<file path="config.mk">
export PLATFORM = sky130hd
export DESIGN_NAME = sls_top
export DESIGN_NICKNAME = d
export VERILOG_FILES = /design/src/rtl/sls_queue_track.v /design/src/rtl/sls_irq.v /design/src/rtl/sls_top.v
export VERILOG_INCLUDE_DIRS = /design/src /design/src/rtl
export SDC_FILE = /design/constraint.sdc
export NUM_CORES = 1
export LEC_CHECK = 0
export BUFFER_PORTS_ARGS = -buffer_cell sky130_fd_sc_hd__buf_2
export CAP_MARGIN = 20
export CORE_MARGIN = 2
export CORE_UTILIZATION = 55
export CTS_CLUSTER_DIAMETER = 30
export DETAILED_ROUTE_END_ITERATION = 16
export GPL_ROUTABILITY_DRIVEN = 0
export PLACE_DENSITY = 0.95
export REMOVE_ABC_BUFFERS = 1
export SYNTH_ARGS = -nofsm -noshare
export SYNTH_HDL_FRONTEND = slang
export SYNTH_HIERARCHICAL = 1
export SYNTH_SLANG_ARGS = --single-unit
</file>
<file path="constraint.sdc">
create_clock -name mclk -period 3.9 [get_ports mclk]
set_input_delay 0.585 -clock mclk [delete_from_list [all_inputs] [get_ports mclk]]
set_output_delay 0.585 -clock mclk [all_outputs]
set_load 0.05 [all_outputs]
</file>
<file path="src/rtl/sls_defines.vh">
`ifndef SLS_DEFINES_VH
`define SLS_DEFINES_VH

// Register byte offsets on the Avalon slave
`define SLS_ADDR_W        4
`define SLS_OFS_STATUS    4'h0
`define SLS_OFS_CTRL      4'h4
`define SLS_OFS_IRQ_STAT  4'h8
`define SLS_OFS_IRQ_MASK  4'hC

// Status register field positions
`define SLS_RXCNT_HI      28
`define SLS_RXCNT_LO      24
`define SLS_TXCNT_HI      20
`define SLS_TXCNT_LO      16
`define SLS_FRAME_ERROR_FLAG_BIT    12
`define SLS_ACTIVE_BIT    11
`define SLS_UNDERRUN_BIT  8
`define SLS_SHEMPTY_BIT   7
`define SLS_OVFL_BIT      6
`define SLS_RXEMPTY_BIT   5
`define SLS_TXEMPTY_BIT   3
`define SLS_TXFULL_BIT    1
`define SLS_RXFULL_BIT    0

// Control register fields
`define SLS_CTRL_ON_BIT   0
`define SLS_CTRL_DEEP_BIT 1
`define SLS_CTRL_FRM_BIT  2
`define SLS_CTRL_W        3
`define SLS_CTRL_RESET    3'h0

// Interrupt event bits
`define SLS_IRQ_W         4
`define SLS_IRQ_FRAME_ERROR_FLAG    0
`define SLS_IRQ_UNDERRUN  1
`define SLS_IRQ_OVFL      2
`define SLS_IRQ_RXWORD    3
`define SLS_IRQ_RESET     4'h0

// Buffer geometry
`define SLS_DEPTH         16
`define SLS_PTR_W         4
`define SLS_CNT_W         5
`define SLS_SHALLOW_DEPTH 5'h01

`define SLS_ZERO32        32'h00000000

`endif

</file>
<file path="src/rtl/sls_queue_track.v">
`timescale 1ns/1ps
`default_nettype none
`include "sls_defines.vh"

module sls_queue_track #(
    parameter PTR_W = `SLS_PTR_W,
    parameter CNT_W = `SLS_CNT_W,
    parameter DEPTH = `SLS_DEPTH
) (
    input  wire             mclk,
    input  wire             rst,
    input  wire             clear,
    input  wire             deep,
    input  wire             push,
    input  wire             pop,
    output wire             push_ok,
    output wire             pop_ok,
    output reg  [PTR_W:0]   write_pointer,
    output reg  [PTR_W:0]   read_pointer,
    output wire [CNT_W-1:0] count,
    output wire             empty,
    output wire             full
);
    localparam [CNT_W-1:0] DEPTH_C = DEPTH;

    // Extra pointer bit keeps equal pointers meaning empty, never full
    assign empty   = (read_pointer == write_pointer);
    assign count   = write_pointer - read_pointer;
    // Without deep buffering only one word fits
    assign full    = deep ? (count == DEPTH_C) : (count >= `SLS_SHALLOW_DEPTH);
    assign push_ok = push & ~full;
    assign pop_ok  = pop & ~empty;

    // Pointer update; a dropped receive push is reported by the caller, a dropped transmit push is not
    always @(posedge mclk) begin
        if (rst || clear) begin
            write_pointer <= {(PTR_W+1){1'b0}};
            read_pointer  <= {(PTR_W+1){1'b0}};
        end else begin
            if (push_ok)
                write_pointer <= write_pointer + 1'b1;
            if (pop_ok)
                read_pointer <= read_pointer + 1'b1;
        end
    end
endmodule

`default_nettype wire

</file>
<file path="src/rtl/sls_irq.v">
`timescale 1ns/1ps
`default_nettype none
`include "sls_defines.vh"

module sls_irq #(
    parameter W = `SLS_IRQ_W
) (
    input  wire         mclk,
    input  wire         rst,
    input  wire [W-1:0] event_in,
    input  wire         clr_we,
    input  wire [W-1:0] clr_data,
    input  wire         mask_we,
    input  wire [W-1:0] mask_data,
    output wire [W-1:0] irq_status,
    output reg  [W-1:0] irq_mask,
    output wire         irq
);
    genvar i;
    // One sticky bit per event; a set in the clear cycle wins
    generate
        for (i = 0; i < W; i = i + 1) begin : g_bit
            reg sticky;
            always @(posedge mclk) begin
                if (rst)
                    sticky <= 1'b0;
                else if (event_in[i])
                    sticky <= 1'b1;
                else if (clr_we && clr_data[i])
                    sticky <= 1'b0;
            end
            assign irq_status[i] = sticky;
        end
    endgenerate

    // Mask register, a one lets the bit through
    always @(posedge mclk) begin
        if (rst)
            irq_mask <= `SLS_IRQ_RESET;
        else if (mask_we)
            irq_mask <= mask_data;
    end

    assign irq = |(irq_status & irq_mask);
endmodule

`default_nettype wire

</file>
<file path="src/rtl/sls_top.v">
// Summary of operation
// - Status bits 28-24 show receive buffer word count, meaningful in deep mode.
// - Status bits 20-16 show transmit buffer word count, meaningful in deep mode.
// - Frame error sets bit 12 in framed mode; software clears it.
// - Bit 11 is high while a transfer runs, low when idle.
// - Framed transmit underrun sets bit 8; only a module disable clears it.
// - Bit 7 is high when the shift register is empty, in deep mode.
// - Bit 6 sets when a received word is dropped because the buffer was full.
// - Only hardware sets bit 6; software clears it by writing zero.
// - Bit 5 is high when receive read and write pointers match, in deep mode only.
`timescale 1ns/1ps
`default_nettype none
`include "sls_defines.vh"

module sls_top #(
    parameter DEPTH = `SLS_DEPTH,
    parameter PTR_W = `SLS_PTR_W,
    parameter CNT_W = `SLS_CNT_W
) (
    input  wire                  mclk,
    input  wire                  rst,
    // Avalon-MM slave
    input  wire [`SLS_ADDR_W-1:0] avs_address,
    input  wire                  avs_read,
    input  wire                  avs_write,
    input  wire [31:0]           avs_writedata,
    output reg  [31:0]           avs_readdata,
    output wire                  avs_waitrequest,
    // Events from the rest of the serial unit
    input  wire                  rx_word_done,
    input  wire                  rx_word_read,
    input  wire                  tx_word_write,
    input  wire                  tx_word_pull,
    input  wire                  shifter_loaded,
    input  wire                  frame_sync_err,
    // Outputs to the rest of the unit
    output wire                  module_on,
    output wire                  deep_buffer_mode,
    output wire                  framed_mode_enable,
    output wire                  rx_push_ok,
    output wire                  tx_pop_ok,
    output wire [PTR_W:0]        rx_read_pointer,
    output wire [PTR_W:0]        rx_write_pointer,
    output wire [PTR_W:0]        tx_read_pointer,
    output wire [PTR_W:0]        tx_write_pointer,
    output reg                   link_active,
    output wire                  irq
);
    reg  [`SLS_CTRL_W-1:0] ctrl;
    reg                    served;
    reg                    frame_error_flag;
    reg                    tx_underrun_flag;
    reg                    rx_overflow_flag;
    reg  [31:0]            next_readdata;
    reg  [31:0]            status_word;

    wire [CNT_W-1:0]       rx_fill_count;
    wire [CNT_W-1:0]       tx_fill_count;
    wire                   rx_empty_raw;
    wire                   rx_queue_full;
    wire                   tx_queue_empty;
    wire                   tx_queue_full;
    wire                   rx_queue_empty;
    wire                   shifter_empty;
    wire                   clear_queues;
    wire                   access;
    wire                   wr_take;
    wire                   overflow_evt;
    wire                   underrun_evt;
    wire                   frame_error_flag_evt;
    wire [`SLS_IRQ_W-1:0]  irq_status;
    wire [`SLS_IRQ_W-1:0]  irq_mask;
    wire [`SLS_IRQ_W-1:0]  irq_events;

    assign module_on          = ctrl[`SLS_CTRL_ON_BIT];
    assign deep_buffer_mode   = ctrl[`SLS_CTRL_DEEP_BIT];
    assign framed_mode_enable = ctrl[`SLS_CTRL_FRM_BIT];
    // Disabled module drops queued words, as on a real restart
    assign clear_queues       = ~module_on;

    // Receive queue: filled by the shifter, drained by software reads
    sls_queue_track #(
        .PTR_W (PTR_W),
        .CNT_W (CNT_W),
        .DEPTH (DEPTH)
    ) u_rx (
        .mclk          (mclk),
        .rst           (rst),
        .clear         (clear_queues),
        .deep          (deep_buffer_mode),
        .push          (rx_word_done),
        .pop           (rx_word_read),
        .push_ok       (rx_push_ok),
        .pop_ok        (),
        .write_pointer (rx_write_pointer),
        .read_pointer  (rx_read_pointer),
        .count         (rx_fill_count),
        .empty         (rx_empty_raw),
        .full          (rx_queue_full)
    );

    // Transmit queue: filled by software, drained by the shifter
    sls_queue_track #(
        .PTR_W (PTR_W),
        .CNT_W (CNT_W),
        .DEPTH (DEPTH)
    ) u_tx (
        .mclk          (mclk),
        .rst           (rst),
        .clear         (clear_queues),
        .deep          (deep_buffer_mode),
        .push          (tx_word_write),
        .pop           (tx_word_pull),
        .push_ok       (),
        .pop_ok        (tx_pop_ok),
        .write_pointer (tx_write_pointer),
        .read_pointer  (tx_read_pointer),
        .count         (tx_fill_count),
        .empty         (tx_queue_empty),
        .full          (tx_queue_full)
    );

    // Flags that only carry meaning with deep buffering read zero otherwise
    assign rx_queue_empty = deep_buffer_mode & rx_empty_raw;
    assign shifter_empty  = deep_buffer_mode & ~shifter_loaded;

    // Event detection
    assign overflow_evt = rx_word_done & rx_queue_full;
    assign underrun_evt = tx_word_pull & tx_queue_empty & framed_mode_enable;
    assign frame_error_flag_evt   = frame_sync_err & framed_mode_enable;

    // Bus handshake: one wait cycle, so read data is ready when released
    assign access          = avs_read | avs_write;
    assign avs_waitrequest = access & ~served;
    assign wr_take         = avs_write & served;

    always @(posedge mclk) begin
        if (rst)
            served <= 1'b0;
        else
            served <= access & ~served;
    end

    // Control register
    always @(posedge mclk) begin
        if (rst)
            ctrl <= `SLS_CTRL_RESET;
        else if (wr_take && avs_address == `SLS_OFS_CTRL)
            ctrl <= avs_writedata[`SLS_CTRL_W-1:0];
    end

    // Frame error: hardware sets, writing zero clears, set wins
    always @(posedge mclk) begin
        if (rst)
            frame_error_flag <= 1'b0;
        else if (frame_error_flag_evt)
            frame_error_flag <= 1'b1;
        else if (wr_take && avs_address == `SLS_OFS_STATUS &&
                 !avs_writedata[`SLS_FRAME_ERROR_FLAG_BIT])
            frame_error_flag <= 1'b0;
    end

    // Receive overflow: never cleared by hardware itself
    always @(posedge mclk) begin
        if (rst)
            rx_overflow_flag <= 1'b0;
        else if (overflow_evt)
            rx_overflow_flag <= 1'b1;
        else if (wr_take && avs_address == `SLS_OFS_STATUS &&
                 !avs_writedata[`SLS_OVFL_BIT])
            rx_overflow_flag <= 1'b0;
    end

    // Underrun holds until the module is switched off; writes cannot clear it
    always @(posedge mclk) begin
        if (rst)
            tx_underrun_flag <= 1'b0;
        else if (!module_on)
            tx_underrun_flag <= 1'b0;
        else if (underrun_evt)
            tx_underrun_flag <= 1'b1;
    end

    // Busy while the shifter works or words wait to go out
    always @(posedge mclk) begin
        if (rst)
            link_active <= 1'b0;
        else
            link_active <= module_on & (shifter_loaded | ~tx_queue_empty);
    end

    // Interrupt events
    assign irq_events[`SLS_IRQ_FRAME_ERROR_FLAG]   = frame_error_flag_evt;
    assign irq_events[`SLS_IRQ_UNDERRUN] = underrun_evt;
    assign irq_events[`SLS_IRQ_OVFL]     = overflow_evt;
    assign irq_events[`SLS_IRQ_RXWORD]   = rx_push_ok;

    sls_irq #(
        .W (`SLS_IRQ_W)
    ) u_irq (
        .mclk       (mclk),
        .rst        (rst),
        .event_in   (irq_events),
        .clr_we     (wr_take && avs_address == `SLS_OFS_IRQ_STAT),
        .clr_data   (avs_writedata[`SLS_IRQ_W-1:0]),
        .mask_we    (wr_take && avs_address == `SLS_OFS_IRQ_MASK),
        .mask_data  (avs_writedata[`SLS_IRQ_W-1:0]),
        .irq_status (irq_status),
        .irq_mask   (irq_mask),
        .irq        (irq)
    );

    // Status word; unimplemented bits stay zero
    always @* begin
        status_word = `SLS_ZERO32;
        status_word[`SLS_RXCNT_HI:`SLS_RXCNT_LO] = rx_fill_count;
        status_word[`SLS_TXCNT_HI:`SLS_TXCNT_LO] = tx_fill_count;
        status_word[`SLS_FRAME_ERROR_FLAG_BIT]   = frame_error_flag;
        status_word[`SLS_ACTIVE_BIT]   = link_active;
        status_word[`SLS_UNDERRUN_BIT] = tx_underrun_flag;
        status_word[`SLS_SHEMPTY_BIT]  = shifter_empty;
        status_word[`SLS_OVFL_BIT]     = rx_overflow_flag;
        status_word[`SLS_RXEMPTY_BIT]  = rx_queue_empty;
        status_word[`SLS_TXEMPTY_BIT]  = tx_queue_empty;
        status_word[`SLS_TXFULL_BIT]   = tx_queue_full;
        status_word[`SLS_RXFULL_BIT]   = rx_queue_full;
    end

    // Read mux; unmapped offsets answer zero
    always @* begin
        next_readdata = `SLS_ZERO32;
        case (avs_address)
            `SLS_OFS_STATUS:   next_readdata = status_word;
            `SLS_OFS_CTRL:     next_readdata[`SLS_CTRL_W-1:0] = ctrl;
            `SLS_OFS_IRQ_STAT: next_readdata[`SLS_IRQ_W-1:0] = irq_status;
            `SLS_OFS_IRQ_MASK: next_readdata[`SLS_IRQ_W-1:0] = irq_mask;
            default:           next_readdata = `SLS_ZERO32;
        endcase
    end

    // Capture during the wait cycle so data stands at the release edge
    always @(posedge mclk) begin
        if (rst)
            avs_readdata <= `SLS_ZERO32;
        else if (avs_read && !served)
            avs_readdata <= next_readdata;
    end
endmodule

`default_nettype wire

</file>
==> qor.yml <==
finish:
  ff_latch_area_um2: 1120
  nFillCells: 470
  diodes: 0
  layout_common_cells: "buf_2 (67), dfxtp_1 (56), nor2_1 (33), nand2_1 (29), a21oi_1 (26)"
  area_growth_pct: 11.6
  final_common_cell: "buf_2"
  layout.nets: 475
  drive_gt1_frac: 0.260
  multi_input_area_um2: 1800
clock_tree:
  path_clk_slew_ns: 0.11
  clkLatencyLatePin_ns: 0.31
  ctsResizeCount: 0
  numCtsBuffers: 5
  clockBufferDepth: 2
  clockRootBuffer: "clkbuf_8"
  htreeDepth: 2
  cts.sinks: 56
  post-cts-setup-buffers: 0
  cts_tree: "done"
  cts_hold_buf: 0
place:
  dp_hpwl_um: 5490
  portBuffers: 67
pwr:
  leakagePower_nw: 1.48
  power.share.combinational: 0.091
  switching_share: 0.260
  power_mw: 1.06
  internal-power_mw: 0.788
  powerDensity_nw_per_um2: 300
  max-vdd-ir-drop_v: 0.000239
  seqPwrFrac: 0.543
  clkPwrFrac: 0.366
  netSwitchingPower_mw: 0.276
timing:
  fmax_mhz: 277
  rsz0062_at_grt: "false"
  skew_ns: 0.0121
  worst_pin_slew_ns: 1.12
  report.final.hold_viol_count: 0
  finalMaxSlewViolations: 0
  setup_tns_ns: 0
  finalSetupViolations: 0
  fin_crit_ns: 3.61
  post-route-period-util: 0.926
  slew_headroom: 0.245
floorplanning:
  initial_core_util: 0.574
  die_h_um: 80.1
  die-area_um2: 6410
  rows: 27
  ios: 106
  die_w_um: 80.1
  core_um2: 5540
run_status:
  status: "finished clean"
worst_setup_path:
  worst_setup_path_end_kind: "primary output"
  worstPathMaxFanout: 5
  arrival_ns: 3.03
  setup.worst_path.class: "flip-flop to primary output"
  crit_path_start_kind: "flip-flop"
  required_ns: 3.31
global_routing:
  grt_use_total: 0.237
  grt_pass1_vias: 2610
  antenna_found_initial: 0
  grt_overflow: 0
  grt_max_degree: 40
  grt_pass1_wl_um: 11900
detailed_routing:
  drtIter0Drc: 225
  wl_per_cell_um: 15.4
  drc: 0
  vias: 2826
  dr.pass1.iters: 4
  avgViaCountPerCell: 5.79
  routed_wl_um: 7500
  antenna_left: 0
synthesis:
  syn_area_um2: 3180
  postSynthCellCount: 363
  syn_avg_cell_area_um2: 8.77
  yosysWarnings: 6
min_path:
  hp-class: "flip-flop to flip-flop"
flow_run:
  drv_cap: 0
[path summary, 6_finish.rpt]
path                      end  depth (start not counted)                   from  slack [ns]
max                rx_push_ok                         11  u_rx/write_pointer[0]        0.29
min          avs_readdata[12]                          2       avs_readdata[12]        0.46
max reg2reg   avs_readdata[0]                         12  u_rx/write_pointer[0]        0.97
min reg2reg  avs_readdata[12]                          2       avs_readdata[12]        0.46
[registers in the layout (all words and copies together) (netlist names)]
register,count
ctrl,3
u_tx/write_pointer,5
avs_readdata,20
rx_overflow_flag,1
u_tx/read_pointer,5
u_rx/read_pointer,5
tx_underrun_flag,1
u_rx/write_pointer,5
served,1
u_irq/irq_mask,4
u_irq/g_bit.sticky,4
link_active,1
frame_error_flag,1
[layout make-up]
| class | count | share of cell area |
|---|---|---|
| Multi-Input combinational cell | 262 | 0.508 |
| Clock inverter | 3 | 0.0134 |
| Inverter | 23 | 0.0243 |
| Tap cell | 72 | 0.0254 |
| Sequential cell | 56 | 0.316 |
| Timing Repair Buffer | 67 | 0.0944 |
| Clock buffer | 5 | 0.0194 |
[critical path: stages (launching register included)]
cell and delay (ns):
dfxtp_1 0.36, inv_1 0.11, ha_1 0.16, inv_1 0.06, fa_1 0.41, xnor2_1 0.26, inv_1 0.13, a211o_1 0.31
a22oi_1 0.29, nor2_1 0.13, nor2_1 0.19, buf_2 0.30
[power by group through the flow]
| stage | clock network, mW | registers [mW] | logic [mW] |
|---|---|---|---|
| floorplan | 0 | 0.596 | 0.0557 |
| detailed placement | 0 | 0.591 | 0.0953 |
| global route | 0.421 | 0.579 | 0.102 |
| finish | 0.390 | 0.578 | 0.0965 |
| global placement | 0 | 0.591 | 0.0939 |
| CTS | 0.398 | 0.578 | 0.0959 |
[per-layer routing]
layer	GRT usage	part of all wire
met2	0.413	0.50
met3	0.0483	0.061
met5	0	0
met4	0.0966	0.026
met1	0.282	0.41
[per-stage QoR]
stage	cell area (um^2)	util	setup slack [ns]	std cells	hold WS (ns)
2_1_floorplan	3010	-	0.306	341	0.440
3_3_place_gp	3440	0.620	0.781	480	0.438
3_5_place_dp	3440	0.620	0.654	480	0.443
4_1_cts	3550	0.641	0.298	488	0.459
5_1_grt	3550	0.641	0.0259	488	0.477
6_report	3550	0.641	0.288	488	0.455
Note: power is estimated with default switching activity, not from simulation.
